## src/sbc_spi_pkg.sv

```systemverilog
// Shared constants and types for the serial slave and power-down controller.
package sbc_spi_pkg;

  // ********************************************************************
  // Timing
  // ********************************************************************
  localparam int CLK_FREQ_MHZ      = 10;
  localparam int MCU_RESET_TIME_NS = 10000;
  localparam int MCU_RESET_CYCLES  = (MCU_RESET_TIME_NS * CLK_FREQ_MHZ) / 1000;

  // ********************************************************************
  // Header, status and burst layout
  // ********************************************************************
  localparam logic [3:0] STATUS_MARKER   = 4'hA;
  localparam int         ACCESS_BIT_POS  = 7;
  localparam logic [7:0] BURST_MAX_BYTES = 8'h80;
  localparam int         FIFO_WIDTH      = 16;
  localparam int         FIFO_DEPTH      = 32;

  // ********************************************************************
  // Internally decoded addresses and fields
  // ********************************************************************
  localparam logic [7:0] LOW_POWER_CONFIG_ADDR = 8'h7E;
  localparam logic [7:0] POWERDOWN_CMD_ADDR    = 8'h7F;
  localparam logic [7:0] POWERDOWN_CMD_VALUE   = 8'hA5;
  localparam int         TARGET_FIELD_LSB      = 0;
  localparam logic [1:0] TARGET_RESET          = 2'h0;
  localparam logic [1:0] TARGET_LOW            = 2'h0;
  localparam logic [1:0] TARGET_ULTRA          = 2'h1;
  localparam logic [1:0] TARGET_OFF            = 2'h2;

  typedef enum logic [1:0] {FULL_POWER_STATE, LOW_POWER_STATE, ULTRA_LOW_POWER_STATE, OFF_STATE} power_state_type;
  typedef enum logic [1:0] {PHASE_ADDR, PHASE_LEN, PHASE_DATA} phase_type;

endpackage : sbc_spi_pkg

```

## src/sbc_write_fifo.sv

```systemverilog
// Parameterised first-in first-out buffer with valid and ready on both sides.
`timescale 1ns/1ps
`default_nettype none

module sbc_write_fifo #(
  parameter int WIDTH = 16,
  parameter int DEPTH = 32
) (
  input  wire logic             clk_in,
  input  wire logic             rst_b_in,
  input  wire logic             in_valid_in,
  output logic                  in_ready_out,
  input  wire logic [WIDTH-1:0] in_data_in,
  output logic                  out_valid_out,
  input  wire logic             out_ready_in,
  output logic [WIDTH-1:0]      out_data_out
);

  localparam int AW = $clog2(DEPTH);

  logic [WIDTH-1:0] mem_q [DEPTH];
  logic [AW:0]      wr_ptr_q;
  logic [AW:0]      rd_ptr_q;

  wire ptr_same = (wr_ptr_q[AW-1:0] == rd_ptr_q[AW-1:0]);
  wire is_full  = ptr_same & (wr_ptr_q[AW] != rd_ptr_q[AW]);
  wire is_empty = ptr_same & (wr_ptr_q[AW] == rd_ptr_q[AW]);
  wire push     = in_valid_in & ~is_full;
  wire pop      = out_ready_in & ~is_empty;

  assign in_ready_out  = ~is_full;
  assign out_valid_out = ~is_empty;
  assign out_data_out  = mem_q[rd_ptr_q[AW-1:0]];

  always_ff @(posedge clk_in)
  begin
    if (push)
    begin
      mem_q[wr_ptr_q[AW-1:0]] <= in_data_in;
    end
  end

  always_ff @(posedge clk_in)
  begin
    if (!rst_b_in)
    begin
      wr_ptr_q <= '0;
      rd_ptr_q <= '0;
    end
    else
    begin
      if (push)
      begin
        wr_ptr_q <= wr_ptr_q + 1'b1;
      end
      if (pop)
      begin
        rd_ptr_q <= rd_ptr_q + 1'b1;
      end
    end
  end

endmodule : sbc_write_fifo

`default_nettype wire

```

## src/sbc_spi_slave_powerdown.sv

```systemverilog
// Serial slave front end, write buffer and power-state controller.
`timescale 1ns/1ps
`default_nettype none

module sbc_spi_slave_powerdown #(
  parameter int FIFO_DEPTH       = sbc_spi_pkg::FIFO_DEPTH,
  parameter int MCU_RESET_CYCLES = sbc_spi_pkg::MCU_RESET_CYCLES
) (
  input  wire logic       MCLK_IN,
  input  wire logic       RST_B_IN,
  input  wire logic       SCLK_IN,
  input  wire logic       CHIP_SELECT_LOW_IN,
  input  wire logic       MOSI_IN,
  output logic            MISO_OUT,
  output logic            MISO_OE_OUT,
  input  wire logic       LOW_VOLTAGE_IN,
  input  wire logic [2:0] RESET_CAUSE_IN,
  input  wire logic       WDT_ACTIVE_IN,
  input  wire logic       LPOSC_TRIM_ACTIVE_IN,
  input  wire logic       VT_ADC_ACTIVE_IN,
  input  wire logic       CUR_ADC_ACTIVE_IN,
  input  wire logic       LIN_SHORT_PROT_IN,
  input  wire logic       LIN_TXD_TIMEOUT_IN,
  input  wire logic       SLEEP_TIMER_VALID_IN,
  input  wire logic       OTP_DOWNLOAD_IN,
  input  wire logic       OTP_SELECT_IN,
  output logic            REG_RD_OUT,
  output logic            OTP_RD_OUT,
  output logic [7:0]      RD_ADDR_OUT,
  input  wire logic [7:0] REG_RDATA_IN,
  input  wire logic [7:0] OTP_RDATA_IN,
  output logic            REG_WR_VALID_OUT,
  input  wire logic       REG_WR_READY_IN,
  output logic [7:0]      REG_WR_ADDR_OUT,
  output logic [7:0]      REG_WR_DATA_OUT,
  output logic            WR_OVERFLOW_OUT,
  input  wire logic       IRQ_ACTIVE_IN,
  input  wire logic       WDT_MCU_RESET_IN,
  input  wire logic       LIN_WAKE_IN,
  output logic [1:0]      POWER_STATE_OUT,
  output logic            PD_REJECTED_OUT,
  output logic            AWAKE_OUT,
  output logic            MCU_SUPPLY_EN_OUT,
  output logic            MCU_RESET_OUT,
  output logic            HP_OSC_EN_OUT,
  output logic            LP_OSC_EN_OUT,
  output logic            CONV_CLK_LP_SEL_OUT,
  output logic            CONV_EN_OUT
);

  // ********************************************************************
  // Pin synchronisers
  // ********************************************************************
  logic [2:0] sclk_sync_q;
  logic [2:0] cs_sync_q;
  logic [1:0] mosi_sync_q;

  always_ff @(posedge MCLK_IN)
  begin
    if (!RST_B_IN)
    begin
      sclk_sync_q <= 3'h7;
      cs_sync_q   <= 3'h7;
      mosi_sync_q <= 2'h0;
    end
    else
    begin
      sclk_sync_q <= {sclk_sync_q[1:0], SCLK_IN};
      cs_sync_q   <= {cs_sync_q[1:0], CHIP_SELECT_LOW_IN};
      mosi_sync_q <= {mosi_sync_q[0], MOSI_IN};
    end
  end

  // ********************************************************************
  // Edge detection and status framing
  // ********************************************************************
  sbc_spi_pkg::phase_type phase_q;
  logic [2:0]  bit_cnt_q;
  logic [7:0]  rx_q;
  logic [7:0]  tx_q;
  logic [7:0]  addr_q;
  logic [7:0]  remaining_q;
  logic        write_q;
  logic        rd_req_q;
  logic        load_q;
  logic        miso_q;
  logic        overflow_q;

  wire         sclk_rise  = sclk_sync_q[1] & ~sclk_sync_q[2];
  wire         sclk_fall  = ~sclk_sync_q[1] & sclk_sync_q[2];
  wire         cs_idle    = cs_sync_q[1];
  wire         cs_rise    = cs_sync_q[1] & ~cs_sync_q[2];
  wire  [7:0]  rx_next    = {rx_q[6:0], mosi_sync_q[1]};
  wire         byte_done  = sclk_rise & ~cs_idle & (bit_cnt_q == 3'h7);
  wire         last_byte  = (remaining_q == 8'h01);
  wire  [6:0]  len_field  = rx_next[6:0];
  wire  [7:0]  burst_len  = (len_field == 7'h00) ? sbc_spi_pkg::BURST_MAX_BYTES : {1'b0, len_field};
  wire         hdr_write  = rx_next[sbc_spi_pkg::ACCESS_BIT_POS];
  wire  [11:0] ssw_now    = {LOW_VOLTAGE_IN, RESET_CAUSE_IN, WDT_ACTIVE_IN, LPOSC_TRIM_ACTIVE_IN,
                             VT_ADC_ACTIVE_IN,
                             CUR_ADC_ACTIVE_IN, LIN_SHORT_PROT_IN, LIN_TXD_TIMEOUT_IN,
                             SLEEP_TIMER_VALID_IN, OTP_DOWNLOAD_IN};
  wire  [15:0] status_frame = {sbc_spi_pkg::STATUS_MARKER, ssw_now};
  wire  [7:0]  rdata_sel  = OTP_SELECT_IN ? OTP_RDATA_IN : REG_RDATA_IN;
  wire         rd_next    = byte_done & (((phase_q == sbc_spi_pkg::PHASE_LEN) & ~hdr_write) |
                            ((phase_q == sbc_spi_pkg::PHASE_DATA) & ~write_q & ~last_byte));
  wire         wr_push    = byte_done & (phase_q == sbc_spi_pkg::PHASE_DATA) & write_q;
  wire         fifo_in_ready;

  // ********************************************************************
  // Serial front end
  // ********************************************************************
  always_ff @(posedge MCLK_IN)
  begin
    if (!RST_B_IN)
    begin
      phase_q     <= sbc_spi_pkg::PHASE_ADDR;
      bit_cnt_q   <= 3'h0;
      rx_q        <= 8'h00;
      tx_q        <= 8'h00;
      addr_q      <= 8'h00;
      remaining_q <= 8'h00;
      write_q     <= 1'b0;
      rd_req_q    <= 1'b0;
      load_q      <= 1'b0;
      miso_q      <= 1'b0;
    end
    else if (cs_idle)
    begin
      phase_q   <= sbc_spi_pkg::PHASE_ADDR;
      bit_cnt_q <= 3'h0;
      rd_req_q  <= 1'b0;
      load_q    <= 1'b0;
      tx_q      <= status_frame[15:8];
    end
    else
    begin
      rd_req_q <= rd_next;
      load_q   <= rd_req_q;
      if (sclk_fall)
      begin
        miso_q <= tx_q[7];
        tx_q   <= {tx_q[6:0], 1'b0};
      end
      if (sclk_rise)
      begin
        rx_q      <= rx_next;
        bit_cnt_q <= bit_cnt_q + 3'h1;
      end
      if (byte_done)
      begin
        unique case (phase_q)
          sbc_spi_pkg::PHASE_ADDR:
          begin
            addr_q  <= rx_next;
            phase_q <= sbc_spi_pkg::PHASE_LEN;
            tx_q    <= status_frame[7:0];
          end
          sbc_spi_pkg::PHASE_LEN:
          begin
            write_q     <= hdr_write;
            remaining_q <= burst_len;
            phase_q     <= sbc_spi_pkg::PHASE_DATA;
            tx_q        <= 8'h00;
          end
          sbc_spi_pkg::PHASE_DATA:
          begin
            remaining_q <= remaining_q - 8'h01;
            addr_q      <= addr_q + 8'h01;
            if (last_byte)
            begin
              phase_q <= sbc_spi_pkg::PHASE_ADDR;
              tx_q    <= status_frame[15:8];
            end
            else
            begin
              tx_q <= 8'h00;
            end
          end
          default:
          begin
            phase_q <= sbc_spi_pkg::PHASE_ADDR;
          end
        endcase
      end
      if (load_q)
      begin
        tx_q <= rdata_sel;
      end
    end
  end

  assign MISO_OUT    = miso_q;
  assign MISO_OE_OUT = ~cs_idle;
  assign REG_RD_OUT  = rd_req_q & ~OTP_SELECT_IN;
  assign OTP_RD_OUT  = rd_req_q & OTP_SELECT_IN;
  assign RD_ADDR_OUT = addr_q;

  // ********************************************************************
  // Write buffer and internal decode
  // ********************************************************************
  logic [15:0] fifo_out_data;
  logic        fifo_out_valid;
  logic        fifo_out_ready;

  sbc_write_fifo #(
    .WIDTH (sbc_spi_pkg::FIFO_WIDTH),
    .DEPTH (FIFO_DEPTH)
  ) u_write_fifo (
    .clk_in        (MCLK_IN),
    .rst_b_in      (RST_B_IN),
    .in_valid_in   (wr_push),
    .in_ready_out  (fifo_in_ready),
    .in_data_in    ({addr_q, rx_next}),  // Read phase never pushes.
    .out_valid_out (fifo_out_valid),
    .out_ready_in  (fifo_out_ready),
    .out_data_out  (fifo_out_data)
  );

  wire [7:0] wr_addr      = fifo_out_data[15:8];
  wire [7:0] wr_data      = fifo_out_data[7:0];
  wire       hit_cfg      = (wr_addr == sbc_spi_pkg::LOW_POWER_CONFIG_ADDR);
  wire       hit_cmd      = (wr_addr == sbc_spi_pkg::POWERDOWN_CMD_ADDR);
  wire       internal_hit = hit_cfg | hit_cmd;
  wire       pop          = fifo_out_valid & fifo_out_ready;
  wire       cmd_seen     = pop & hit_cmd & (wr_data == sbc_spi_pkg::POWERDOWN_CMD_VALUE);

  assign fifo_out_ready   = internal_hit | REG_WR_READY_IN;
  assign REG_WR_VALID_OUT = fifo_out_valid & ~internal_hit;
  assign REG_WR_ADDR_OUT  = wr_addr;
  assign REG_WR_DATA_OUT  = wr_data;

  always_ff @(posedge MCLK_IN)
  begin
    overflow_q <= RST_B_IN & (overflow_q | (wr_push & ~fifo_in_ready));
  end

  assign WR_OVERFLOW_OUT = overflow_q;

  // ********************************************************************
  // Power-down controller
  // ********************************************************************
  sbc_spi_pkg::power_state_type pstate_q;
  logic [1:0]  low_power_config_reg_q;
  logic        armed_q;
  logic        rise_pending_q;
  logic        rejected_q;
  logic [15:0] mcu_rst_cnt_q;

  wire       in_full     = (pstate_q == sbc_spi_pkg::FULL_POWER_STATE);
  wire       cmd_accept  = cmd_seen & in_full & ~IRQ_ACTIVE_IN;
  wire       cmd_refuse  = cmd_seen & IRQ_ACTIVE_IN;
  wire       pd_fire     = in_full & armed_q & (rise_pending_q | cs_rise) & ~fifo_out_valid & ~cmd_seen;
  wire       wake_low    = IRQ_ACTIVE_IN | WDT_MCU_RESET_IN;
  wire       wake_ultra  = IRQ_ACTIVE_IN;
  wire       wake_off    = LIN_WAKE_IN;
  wire [1:0] target      = low_power_config_reg_q;
  sbc_spi_pkg::power_state_type pd_dest;

  assign pd_dest = (target == sbc_spi_pkg::TARGET_ULTRA) ? sbc_spi_pkg::ULTRA_LOW_POWER_STATE :
                   (target == sbc_spi_pkg::TARGET_OFF) ? sbc_spi_pkg::OFF_STATE : sbc_spi_pkg::LOW_POWER_STATE;
  wire       start_reset = ((pstate_q == sbc_spi_pkg::ULTRA_LOW_POWER_STATE) & wake_ultra) |
                           ((pstate_q == sbc_spi_pkg::OFF_STATE) & wake_off);

  always_ff @(posedge MCLK_IN)
  begin
    if (!RST_B_IN)
    begin
      pstate_q               <= sbc_spi_pkg::FULL_POWER_STATE;
      low_power_config_reg_q <= sbc_spi_pkg::TARGET_RESET;
      armed_q                <= 1'b0;
      rise_pending_q         <= 1'b0;
      rejected_q             <= 1'b0;
    end
    else
    begin
      if (pop & hit_cfg)
      begin
        low_power_config_reg_q <= wr_data[sbc_spi_pkg::TARGET_FIELD_LSB +: 2];
      end
      rejected_q     <= cmd_refuse | (rejected_q & ~cmd_accept);
      rise_pending_q <= cs_rise | (rise_pending_q & (fifo_out_valid | cmd_seen));
      armed_q        <= cmd_accept | (armed_q & ~pd_fire);
      unique case (pstate_q)
        sbc_spi_pkg::FULL_POWER_STATE: pstate_q <= pd_fire ? pd_dest : pstate_q;
        sbc_spi_pkg::LOW_POWER_STATE: pstate_q <= wake_low ? sbc_spi_pkg::FULL_POWER_STATE : pstate_q;
        sbc_spi_pkg::ULTRA_LOW_POWER_STATE:
        begin
          pstate_q <= wake_ultra ? sbc_spi_pkg::FULL_POWER_STATE : pstate_q;
        end
        sbc_spi_pkg::OFF_STATE: pstate_q <= wake_off ? sbc_spi_pkg::FULL_POWER_STATE : pstate_q;
      endcase
    end
  end

  // ********************************************************************
  // Controller reset stretcher
  // ********************************************************************
  always_ff @(posedge MCLK_IN)
  begin
    if (!RST_B_IN)
    begin
      mcu_rst_cnt_q <= 16'h0000;
    end
    else if (start_reset)
    begin
      mcu_rst_cnt_q <= 16'(MCU_RESET_CYCLES);
    end
    else if (mcu_rst_cnt_q != 16'h0000)
    begin
      mcu_rst_cnt_q <= mcu_rst_cnt_q - 16'h0001;
    end
  end

  // ********************************************************************
  // State-dependent outputs
  // ********************************************************************
  wire st_low   = (pstate_q == sbc_spi_pkg::LOW_POWER_STATE);
  wire st_ultra = (pstate_q == sbc_spi_pkg::ULTRA_LOW_POWER_STATE);
  wire st_off   = (pstate_q == sbc_spi_pkg::OFF_STATE);

  assign POWER_STATE_OUT     = pstate_q;
  assign PD_REJECTED_OUT     = rejected_q;
  assign AWAKE_OUT           = in_full | st_low;
  assign MCU_SUPPLY_EN_OUT   = in_full | st_low;
  assign MCU_RESET_OUT       = (mcu_rst_cnt_q != 16'h0000) | st_ultra | st_off;
  assign HP_OSC_EN_OUT       = in_full;
  assign LP_OSC_EN_OUT       = ~st_off;
  assign CONV_CLK_LP_SEL_OUT = st_low | st_ultra;
  assign CONV_EN_OUT         = ~st_off;

endmodule : sbc_spi_slave_powerdown

`default_nettype wire

```

## config.mk

```make
export PLATFORM = sky130hd
export DESIGN_NAME = sbc_spi_slave_powerdown
export DESIGN_NICKNAME = d
export VERILOG_FILES = /design/src/sbc_spi_pkg.sv /design/src/sbc_write_fifo.sv /design/src/sbc_spi_slave_powerdown.sv
export SDC_FILE = /design/constraint.sdc
export NUM_CORES = 1
export LEC_CHECK = 0
export ABC_AREA = 0
export BUFFER_PORTS_ARGS = -buffer_cell sky130_fd_sc_hd__buf_4
export CORE_AREA = 2 2 308 234
export DETAILED_ROUTE_END_ITERATION = 7
export DIE_AREA = 0 0 310 236
export GPL_TIMING_DRIVEN = 0
export PLACE_DENSITY_LB_ADDON = 0.25
export SETUP_SLACK_MARGIN = 0.1
export SYNTH_ARGS = -nofsm -noshare
export SYNTH_HDL_FRONTEND = slang
export SYNTH_SLANG_ARGS = --single-unit
```

## constraint.sdc

```tcl
create_clock -name MCLK_IN -period 3.72 [get_ports MCLK_IN]
set_input_delay 0.558 -clock MCLK_IN [delete_from_list [all_inputs] [get_ports MCLK_IN]]
set_output_delay 0.558 -clock MCLK_IN [all_outputs]
set_load 0.05 [all_outputs]
```

---- After elaboration in Yosys (flattened, before gate mapping) ----
Memories as Yosys holds them, arrays and structs flattened. A register that Yosys moved wholly into a read port is not among the register bits.
Index checks and enable logic that the tools add are counted.
Widths: inputs -> output; s select.
operators by class
  add/sub/neg operators ................... 6
  equal/unequal tests ..................... 20
  multiplexer cells ....................... 25
  bitwise operators ....................... 67
  reduce and logical (&&, ||, !) cells .... 16
operator list
  operator               count
  $mux 8                 7
  $and 1x1->1            35
  $pmux 8 s2             2
  $pmux 8 s3             1
  $not 1->1              17
  $eq 8x7->1 const B     2
  $reduce_bool 16->1     1
  $sub 16x1->16 const B  1
  $or 1x1->1             15
  $mux 2                 7
  $mux 7                 2
  $add 6x1->6 const B    2
  $mux 5                 2
  $reduce_and 3->1       3
  $add 8x1->8 const B    1
  $eq 2x2->1 const B     4
  $eq 8x1->1 const B     1
  $eq 8x8->1 const B     1
  $ne 2x2->1 const B     4
  $pmux 2 s4             1
  $sub 8x1->8 const B    1
  $logic_not 7->1        1
  $eq 2x1->1 const B     3
  $pmux 2 s3             1
  other kinds (12)       19
storage, ports and cells
  bits in registers ....................... 84
  RAM bits ................................ 512
  input bits .............................. 38
  output and inout port bits .............. 40
  word-level logic and storage cells ...... 159
  memories kept ........................... 1
memories
  name                depth  width  rd ports  clocked after Yosys merged registers in  wr ports  line                  source
  u_write_fifo.mem_q  32     16     1         1                                        1         sbc_write_fifo.sv:21  logic [WIDTH-1:0] mem_q [DEPTH];

---- Longest topological paths before layout ----
Gate-level depths: netlist of run 1.
  word-level depth ........................ 11
  gate-level depth with buffers ........... 14
  gate-level depth less buffers ........... 11

---- Cells and area by module ----
Synthesis of run 1 repeated with hierarchy kept, for this count alone.
second synthesis, totals
  cells, all modules ...................... 1,675
  area, all modules ....................... 24,738.7 µm²
by module, submodules not included
  module                   times used  cells each  area each (µm²)  sequential area each (µm²)
  sbc_write_fifo           1           1,217       20,846.2         15,715.1
  sbc_spi_slave_powerdown  1           458         3,892.5          1,441.4

---- Worst setup path before layout of run 1 ----
Ideal clock, no wire load.
  path type ............................... reg-to-reg
  start ................................... reg (tool-made name)
  end ..................................... reg rejected_q, in the netlist PD_REJECTED_OUT
  setup time .............................. 0.127 ns
  arrival ................................. 3.580 ns
  data required time ...................... 3.593 ns
  setup slack ............................. 0.013 ns
  stages on the path, launching flop included .. 12
  buffers on the path ..................... 4
  period minus slack after synthesis ...... 3.707 ns
  path through ............................ dfxtp_1 > buf_2 > buf_2 > buf_4 > clkbuf_1 > mux4_2 > mux2i_1 > a211oi_1 > nand3_1 > or3_1 > nor4b_2 > o22ai_1
RTL lines
  item                  line                            source
  to (signal assigned)  sbc_spi_slave_powerdown.sv:281  rejected_q <= cmd_refuse | (rejected_q & ~cmd_accept);
  to (decl)             sbc_spi_slave_powerdown.sv:247  logic rejected_q;

==> results of run 1 <==
-- final cells by class --
| type | count | share of cell area [%] |
|---|---|---|
| clock inverters | 35 | 1.10 |
| flip-flops and latches | 601 | 56.8 |
| plain buffers | 74 | 2.59 |
| repair buffers | 189 | 6.84 |
| diodes | 1 | 0.00827 |
| well taps | 957 | 3.96 |
| inverters | 30 | 0.372 |
| clock buffers | 74 | 5.06 |
| multi-input cells | 784 | 23.3 |
-- state kept, by name (all words and copies together), names as in the netlist, 6 cells and up, named ones only --
| name | cells |
|---|---|
| remaining_q | 8 |
| RD_ADDR_OUT | 8 |
| mcu_rst_cnt_q | 16 |
| tx_q | 8 |
| u_write_fifo.wr_ptr_q | 6 |
| u_write_fifo.rd_ptr_q | 6 |
| rx_q | 7 |
| u_write_fifo.mem_q | 512 |
-- worst paths after layout --
path / start / endpoint / cells past startpoint
max: register / REG_WR_VALID_OUT / 13
min: SCLK_IN / sclk_sync_q[0]$_SDFF_PN1_ / 2
max reg2reg: register / PD_REJECTED_OUT$_SDFF_PN0_ / 13
min reg2reg: sclk_sync_q[0]$_SDFF_PN1_ / sclk_sync_q[1]$_SDFF_PN1_ / 1
-- power groups by stage --
stage,Sequential [mW],Combinational (mW),Clock (mW)
finish,7.38,0.538,5.85
global route,7.39,0.603,6.21
CTS,7.38,0.544,5.95
detailed placement,7.52,0.541,0
global placement,7.51,0.526,0
floorplan,7.50,0.418,0
-- cells by family after synthesis --
family / after synthesis / share of synthesized area (%)
simple gates: 309 / 6.03
xor+xnor: 22 / 0.793
buf+inv: 105 / 2.37
compound gates: 202 / 5.52
flops: 601 / 70.6
fa+ha+maj: 21 / 1.08
mux: 230 / 13.6
-- critical path: cells and delay by family, from the launching register on --
| kind | cells | cell delay [ns] |
|---|---|---|
| flops | 1 | 0.33 |
| simple gates | 1 | 0.37 |
| buf+inv | 7 | 1.02 |
| mux | 1 | 0.12 |
| compound gates | 4 | 0.70 |
-- repair_timing --
action,CTS,global route
setup buffers,75,25
hold buffers,0,0
gates cloned,2,2
pin swaps,41,20
resized for setup,143,34
setup endpoints to repair,544,173
-- Yosys cell counts, drive strengths merged (5+ instances only) --
library cell	instances	area [sq um]
a21oi	55	275
or3	14	92.6
edfxtp	512	15400
ha	21	263
o21ai	28	140
nor4	5	31.3
nor2	116	440
and3	7	43.8
mux2	16	180
o22ai	9	56.3
or3b	5	43.8
a221oi	5	43.8
nand2	69	259
nand3	30	150
a211oi	25	188
xor2	9	78.8
a211o	5	43.8
buf	42	339
xnor2	13	114
a22o	8	70.1
nor3	14	70.1
inv	29	109
a31oi	14	87.6
nor2b	11	68.8
dfxtp	89	1780
a22oi	36	270
mux2i	135	1350
clkbuf	33	124
and2	8	50.1
nand2b	13	81.3
mux4	79	1780
-- per-stage QoR --
step                      area (sq um)  power, mW
after floorplan                  24300       7.92
after global placement           26100       8.04
after detailed placement         26500       8.06
after CTS                        29900       13.9
after global routing             30200       14.2
final                            30300       13.8
-- layer usage --
layer	part of all wire [%]	global-route usage, %
met5	0	0
met4	2.3	4.74
met3	7.4	4.45
met2	44	27.9
met1	46	27.7
==> run summary, run 1 <==
status: finished with violations
failing checks: setup timing
Slew @ Worst Pin: 1.36 ns
Power Density: 455 mW/mm^2
nets: 1,797
final slew viol count: 0
Final Non-Filler Cells: 2,745
Sw Ratio: 21.4%
Post-Syn Nets: 1,549
Setup CP Type: register to output pin
arrival time worst endpoint: 3.19 ns
CTS Root Cell: clkbuf_16
clock network power share: 42.5%
die area: 0.0732 sq mm
area grow syn2layout: 24.5%
first-pass GRT wire length: 98,700 um
routed wire length: 69,200 um
Post-DP HPWL: 41,600 um
Starting Density: 34.4%
Fin Setup TNS: -0.0285 ns
Core Box Area: 0.0706 sq mm
Cell Rows: 85
Comb power frac: 3.9%
Critical Path RT: 3.16 ns
die width: 310 um
placed cells: 2,532
final core occ: 42.8%
fill count: 6,306
Synth cell types: 59
Clock Sink Count: 601
Die Y-Extent: 236 um
RSZ-0062 raised after global routing: yes
worst-path fanout max: 7
global route total overflow: 0
Tcrit/Tclk final: 101%
pre-CTS setup slack: -1.13 ns
synth warn: 0
Crit. End Element: output pin
TritonCTS clock tree: built
initial drt markers: 1,493
Detailed Routing Iterations Pass 1: 5
Lkg Pwr: 10.2 nW
Top FF cell, synth: edfxtp_1
Peak Freq: 267 MHz
most frequent cells in the layout: 512 x edfxtp_1, 144 x buf_4, 131 x mux2i_1
Final Skew: 0.0162 ns
Post-synth EDFFs: 512
worst skew pair latency: 0.63 ns
via/cell ratio: 5.24
worst rel slew slack: 9.14%
most common cell after layout, fill and taps aside: edfxtp_1
DRC viols: 0
largest net degree at the start of global routing: 39
min Tclk post-route: 3.75 ns
Internal: 10.8 mW
DR vias: 14.4k
Hold Crit Class: input port to register
Syn Area/Cell: 16.3 sq um
buffer levels on the longest clock path: 3
GRT Util Overall: 18.8%
slack of the worst reg-to-reg path: 0.17 ns
area of the multi-input gates: 0.00705 sq mm
I/O pin cnt: 78
Worst-path clk slew: 0.07 ns
initial antenna violation count: 2
hold slack: 0.110 ns
register area share after synthesis: 70.6%
layout cells sized above 1: 28.8%
Port Buffers: 75
cell at the slowest stage of the critical path: and4b_4
Mapped Cells: 1,490
GP Congestion: 0.785
H-tree depth: 2
DR WL/cell: 25.2 um
Final Hold Viols: 0
Psw: 2.95 mW
synthesized area: 0.0243 sq mm
peak supply drop: 0.320 mV
ANT nets after route: 0
CP max stage delay: 0.37 ns
max cap viols: 0
#FFs+latches synth: 601
Setup-failing EPs final: 1
Reg power frac: 53.6%
Reg area: 0.0172 sq mm
vias in the first global route: 14.0k
worst-path cell chain: buf_12 -> buf_12 -> buf_16 -> clkbuf_16 -> buf_4 -> buf_4 -> mux2i_1 -> a22o_1 -> a21oi_1 -> a211o_1 -> and4b_4 -> a31oi_4 -> buf_6
CTS Buf Count: 58
startpoint types: register
share of flip-flops with an asynchronous set or reset: 0%
setup ws final: -0.0285 ns
(Power assumes the default switching activity.)
==> run 2: changes to the inputs <==
ABC_AREA = 1   (was 0)
CORE_AREA = 2 2 315 239   (was 2 2 308 234)
DIE_AREA = 0 0 317 241   (was 0 0 310 236)
TNS_END_PERCENT = 5   (was unset)
clock period = 3 ns   (was 3.72 ns; I/O delays follow)
==> run summary, run 2 <==
most frequent cell on the critical path: nand2_1
area grow syn2layout: 24.7%
layout cells sized above 1: 18.8%
Clock Sink Count: 601
Commonest cells post-synth: 809 x nand2_1, 512 x edfxtp_1, 419 x nand3_1, 117 x nor2_1, 100 x inv_1
Peak Freq: 304 MHz
worst skew pair latency: 0.65 ns
TritonCTS clock tree: built
Reg power frac: 42.6%
max cap viols: 0
Top FF cell, synth: edfxtp_1
status: finished with violations
max FFs per register: 512
cell at the slowest stage of the critical path: dfxtp_2
top cells by area, synth: edfxtp_1 60%, nand2_1 12%, nand3_1 8.2%
synthesized area: 0.0254 sq mm
placed cells: 3,480
Final Non-Filler Cells: 3,664
Final Hold Viols: 0
Stages on worst setup path: 19
CTS Root Cell: clkbuf_16
startpoint types: register
Worst Hold End: tx_q[2]$_SDFF_PN0_
#FFs+latches synth: 601
Mapped Cells: 2,413
register area share after synthesis: 67.4%
Lkg Pwr: 12.2 nW
Cell Rows: 86
Power Density: 680 mW/mm^2
DRC viols: 0
CP delay by family, top: simple AND/OR/NAND/NOR gates
Worst R2R Path Depth: 10
Port Buffers: 77
initial drt markers: 2,070
Bufs and invs on worst path: 6
worst rel slew slack: 5.34%
synth warn: 0
Starting Density: 34.8%
final core occ: 43.4%
Die Y-Extent: 241 um
GP Congestion: 0.849
RSZ-0062 raised after global routing: yes
DR vias: 19.1k
Tcrit/Tclk final: 110%
Core Box Area: 0.0731 sq mm
area leader, netlist: edfxtp_1
die width: 317 um
arrival time worst endpoint: 2.84 ns
Comb power frac: 23.1%
H-tree depth: 2
global route total overflow: 0
Post-Syn Nets: 2,472
I/O pin cnt: 78
most frequent cells in the layout: 769 x nand2_1, 512 x edfxtp_1, 396 x nand3_1
Post-synth EDFFs: 512
via/cell ratio: 5.22
diode count: 0
clock network power share: 34.3%
Syn Area/Cell: 10.5 sq um
DR WL/cell: 22.8 um
Crit Reg-Reg Endpoint: u_write_fifo.mem_q[3][13]$_DFFE_PP_
Sw Ratio: 30.4%
Worst-path clk slew: 0.06 ns
vias in the first global route: 18.2k
final slew viol count: 0
hold depth: 3
GRT Util Overall: 21.8%
worst flop-to-flop path startpoint: phase_q[0]$_SDFFE_PP0P_
HP Start: RESET_CAUSE_IN[2]
Setup CP Type: register to output pin
peak supply drop: 0.430 mV
Internal: 15.0 mW
Synth cell types: 37
setup ws final: -0.291 ns
Slew @ Worst Pin: 1.42 ns
Critical Path RT: 2.55 ns
CTS Buf Count: 58
die area: 0.0764 sq mm
largest net degree at the start of global routing: 38
most common cell after layout, fill and taps aside: nand2_1
Detailed Routing Iterations Pass 1: 5
Psw: 6.56 mW
slack of the worst reg-to-reg path: 0.14 ns
Setup-failing EPs final: 11
Yosys top cell area share: 60.4%
Post-DP HPWL: 51,900 um
buffer levels on the longest clock path: 3
routed wire length: 83,500 um
worst-path cell chain: buf_8 -> inv_8 -> buf_12 -> buf_12 -> buf_16 -> nand2_1 -> nand3_1 -> nand3_2 -> nand2_1 -> nand2_1 -> nand2_1 -> nand2_1 -> nand2_2 -> nand2_4 -> nor2_4 -> nand2_4 -> nand2_4 -> nor2_4 -> buf_8
initial antenna violation count: 1
Hold Crit Class: input port to register
min Tclk post-route: 3.29 ns
share of flip-flops with an asynchronous set or reset: 0%
worst-path fanout max: 7
failing checks: setup timing
Crit. End Element: output pin
nets: 2,705
CP max stage delay: 0.33 ns
cell with the most instances after synthesis: nand2_1
Final Skew: 0.0390 ns
first-pass GRT wire length: 121,000 um
ANT nets after route: 0
[run 2: cell type report]
class / count / area [sq um]
Inverter: 108 / 422
Buffer: 125 / 1190
Fill cell: 6707 / 41300
Multi-Input combinational cell: 1579 / 7660
Tap cell: 968 / 1210
Clock buffer: 68 / 1500
Timing Repair Buffer: 173 / 2150
Sequential cell: 601 / 17200
Clock inverter: 42 / 414
[run 2: cells by family (layout without fill, tap and decap cells)]
logic type | count (synthesis) | in the layout | synth area share (%)
buffers and inverters | 233 | 516 | 4.78
DFF | 601 | 601 | 67.4
xor gates and xnor gates | 20 | 20 | 0.689
adders and majority gates | 21 | 21 | 1.03
AOI/OAI and AO/OA | 151 | 151 | 3.17
and+or+nand+nor | 1387 | 1387 | 22.9
[run 2: worst max path at each step]
stage                                           to  slack [ns]
4_1_cts                           REG_WR_VALID_OUT       -0.27
5_1_grt                           REG_WR_VALID_OUT       -0.37
2_1_floorplan   u_write_fifo.mem_q[3][0]$_DFFE_PP_      -0.009
6_report                          REG_WR_VALID_OUT       -0.29
3_5_place_dp   u_write_fifo.mem_q[24][5]$_DFFE_PP_       -0.69
3_3_place_gp    u_write_fifo.mem_q[3][0]$_DFFE_PP_       -2.87
[run 2: power groups by stage]
stage	Clock [mW]	Sequential [mW]	Combinational, mW
after CTS	7.49	9.18	4.76
after floorplan	0	9.35	2.81
after global routing	7.85	9.20	5.40
after global placement	0	9.35	4.11
final	7.40	9.18	4.99
after detailed placement	0	9.36	4.15
[run 2: timing repair]
item | 4_1_cts | 5_1_grt
hold buffers | 3 | 0
gates resized for setup | 201 | 65
endpoints found under the setup margin | 527 | 529
hold endpoints to repair | 3 | 0
pin swaps | 44 | 24
setup buffers | 51 | 14
cloned | 5 | 1
[run 2: through the flow]
step / setup TNS [ns] / worst slack [ns] / power (mW) / area [sq um] / hold slack (ns)
2_1_floorplan: -0.148 / -0.00922 / 12.2 / 25400 / 0.390
3_3_place_gp: -752.64 / -2.87 / 13.5 / 27200 / 0.397
3_5_place_dp: -213.93 / -0.689 / 13.5 / 27900 / 0.411
4_1_cts: -0.914 / -0.270 / 21.4 / 31300 / 0.0841
5_1_grt: -2.48 / -0.368 / 22.4 / 31700 / 0.121
6_report: -0.999 / -0.291 / 21.6 / 31700 / 0.123
[run 2: worst register-to-register path, cell delays in order (launching register included)]
cell and delay (ns):
dfxtp_1 0.35, inv_1 0.12, ha_1 0.15, clkbuf_2 0.19, inv_1 0.18, nor3_4 0.24, nand2_2 0.16, nor2_2 0.20
nand2_1 0.15, nor3_4 0.54, buf_6 0.27
[run 2: metal layers]
metal  up-vias  wire length [um]  global-route usage, %  part of all wire (%)
li1       8770                 -                      -                     -
met1      9295             36200                   31.7                    43
met2       925             36000                   32.2                    43
met3       135              9180                   5.17                    11
met4         0              2180                   6.46                   2.6
met5         -                 0                      0                     0
==> run 3: changes to the inputs <==
CORE_AREA = 2 2 340 258   (was 2 2 315 239)
DIE_AREA = 0 0 342 260   (was 0 0 317 241)
==> run summary, run 3 (synthesis gave the netlist of run 2 again) <==
status: finished with violations
failing checks: setup timing
GRT Util Overall: 18.9%
area of the multi-input gates: 0.00773 sq mm
Core Box Area: 0.0854 sq mm
Final Skew: 0.0160 ns
routed wire length: 85,600 um
first-pass GRT wire length: 123,000 um
Cell Rows: 93
Tcrit/Tclk final: 109%
via/cell ratio: 5.00
DR vias: 19.2k
TritonCTS clock tree: built
worst rel slew slack: 7.52%
Crit. End Element: output pin
Setup-failing EPs final: 10
Starting Density: 29.8%
DRC viols: 0
I/O pin cnt: 78
Final Non-Filler Cells: 3,835
worst-path fanout max: 6
final core occ: 37.7%
worst skew pair latency: 0.63 ns
Clock Sink Count: 601
Setup CP Type: register to output pin
GP Congestion: 0.854
vias in the first global route: 18.1k
die width: 342 um
final slew viol count: 0
initial drt markers: 2,541
Die Y-Extent: 260 um
nets: 2,710
initial antenna violation count: 0
RSZ-0062 raised after global routing: yes
fill count: 8,314
Detailed Routing Iterations Pass 1: 5
H-tree depth: 2
peak supply drop: 0.462 mV
arrival time worst endpoint: 2.83 ns
layout cells sized above 1: 19.0%
largest net degree at the start of global routing: 38
area grow syn2layout: 26.4%
min Tclk post-route: 3.28 ns
most frequent cells in the layout: 766 x nand2_1, 512 x edfxtp_1, 385 x nand3_1
CTS Buf Count: 59
most common cell after layout, fill and taps aside: nand2_1
Hold Crit Class: input port to register
buffer levels on the longest clock path: 3
Slew @ Worst Pin: 1.39 ns
final non-filler cell area: 0.0322 sq mm
Lkg Pwr: 12.4 nW
Post-DP HPWL: 53,700 um
max cap viols: 0
Final Hold Viols: 0
Peak Freq: 305 MHz
Reg area: 0.0172 sq mm
pre-CTS setup slack: -0.626 ns
max FFs per register: 512
Critical Path RT: 2.55 ns
die area: 0.0889 sq mm
CTS Root Cell: clkbuf_16
Port Buffers: 77
global route total overflow: 0
startpoint types: register
ANT nets after route: 0
setup ws final: -0.275 ns
DR WL/cell: 22.3 um
Post-Place Cell Area: 0.0281 sq mm
Power Density: 675 mW/mm^2
placed cells: 3,652
diode count: 0
Worst-path clk slew: 0.06 ns
## run 3: cell types whose count changed in the layout (fill, tap and decap cells not counted), sizes merged
cell,change
clkinv,-12
buf,-4
clkinvlp,-3
clkbuf,+17
bufinv,+1
## run 3: repair_timing
item                                    in CTS  in global routing
pin swaps                                   40                 35
cloned                                       2                  6
setup buffers                               53                 13
endpoints found under the setup margin     524                522
hold buffers                                 3                  0
gates resized for setup                    180                104
hold endpoints to repair                     3                  0
## run 3: final timing paths
kind | start | end | slack [ns] | cells after the start
setup / recovery | register | REG_WR_VALID_OUT | -0.28 | 18
hold / removal | LOW_VOLTAGE_IN | tx_q[3]$_SDFF_PN0_ | 0.12 | 3
setup reg to reg | register | PD_REJECTED_OUT$_SDFF_PN0_ | 0.12 | 22
hold reg to reg | sclk_sync_q[0]$_SDFF_PN1_ | sclk_sync_q[1]$_SDFF_PN1_ | 0.41 | 1
## run 3: report_power, final
group          total [mW]  internal, mW  switching, mW
combinational        5.01          1.84           3.17
sequential           9.18          9.06          0.120
clock                7.52          4.32           3.20
total                21.7          15.2           6.49
## run 3: area by class of cell
type	count	area share, %
multi-input cells	1579	24.0
clock buffers	77	4.96
repair buffers	177	7.05
clock inverters	28	1.00
flip-flops and latches	601	53.4
plain buffers	125	3.84
inverters	108	1.32
well taps	1140	4.43
## run 3: stage by stage
| stage | power [mW] | hold slack [ns] | setup TNS, ns |
|---|---|---|---|
| finish | 21.7 | 0.117 | -0.693 |
| global route | 22.6 | 0.109 | -2.16 |
| CTS | 21.5 | 0.0760 | -3.60 |
| detailed placement | 13.5 | 0.399 | -203.16 |
| global placement | 13.5 | 0.396 | -781.02 |
| floorplan | 12.2 | 0.390 | -0.148 |
## run 3: critical path: stages, from the launching register on
cell	delay, ns
dfxtp_2	0.33
buf_12	0.14
clkinv_8	0.08
buf_16	0.15
buf_12	0.14
nand2_1	0.06
nand3_2	0.06
nand3_2	0.14
nand2_1	0.11
nand2_1	0.06
nand2_2	0.11
nand2_2	0.06
nand2_2	0.09
nand2_4	0.07
nor2_4	0.14
nand2_4	0.12
nand2_4	0.10
nor2_4	0.05
buf_8	0.16
## run 3: per-layer routing
| layer | track usage (%) | up-vias | share of wire [%] |
|---|---|---|---|
| li1 | - | 8764 | - |
| met1 | 28.2 | 9474 | 46 |
| met2 | 27.6 | 844 | 42 |
| met3 | 4.05 | 112 | 9.6 |
| met4 | 4.74 | 0 | 2.0 |
| met5 | 0 | - | 0 |
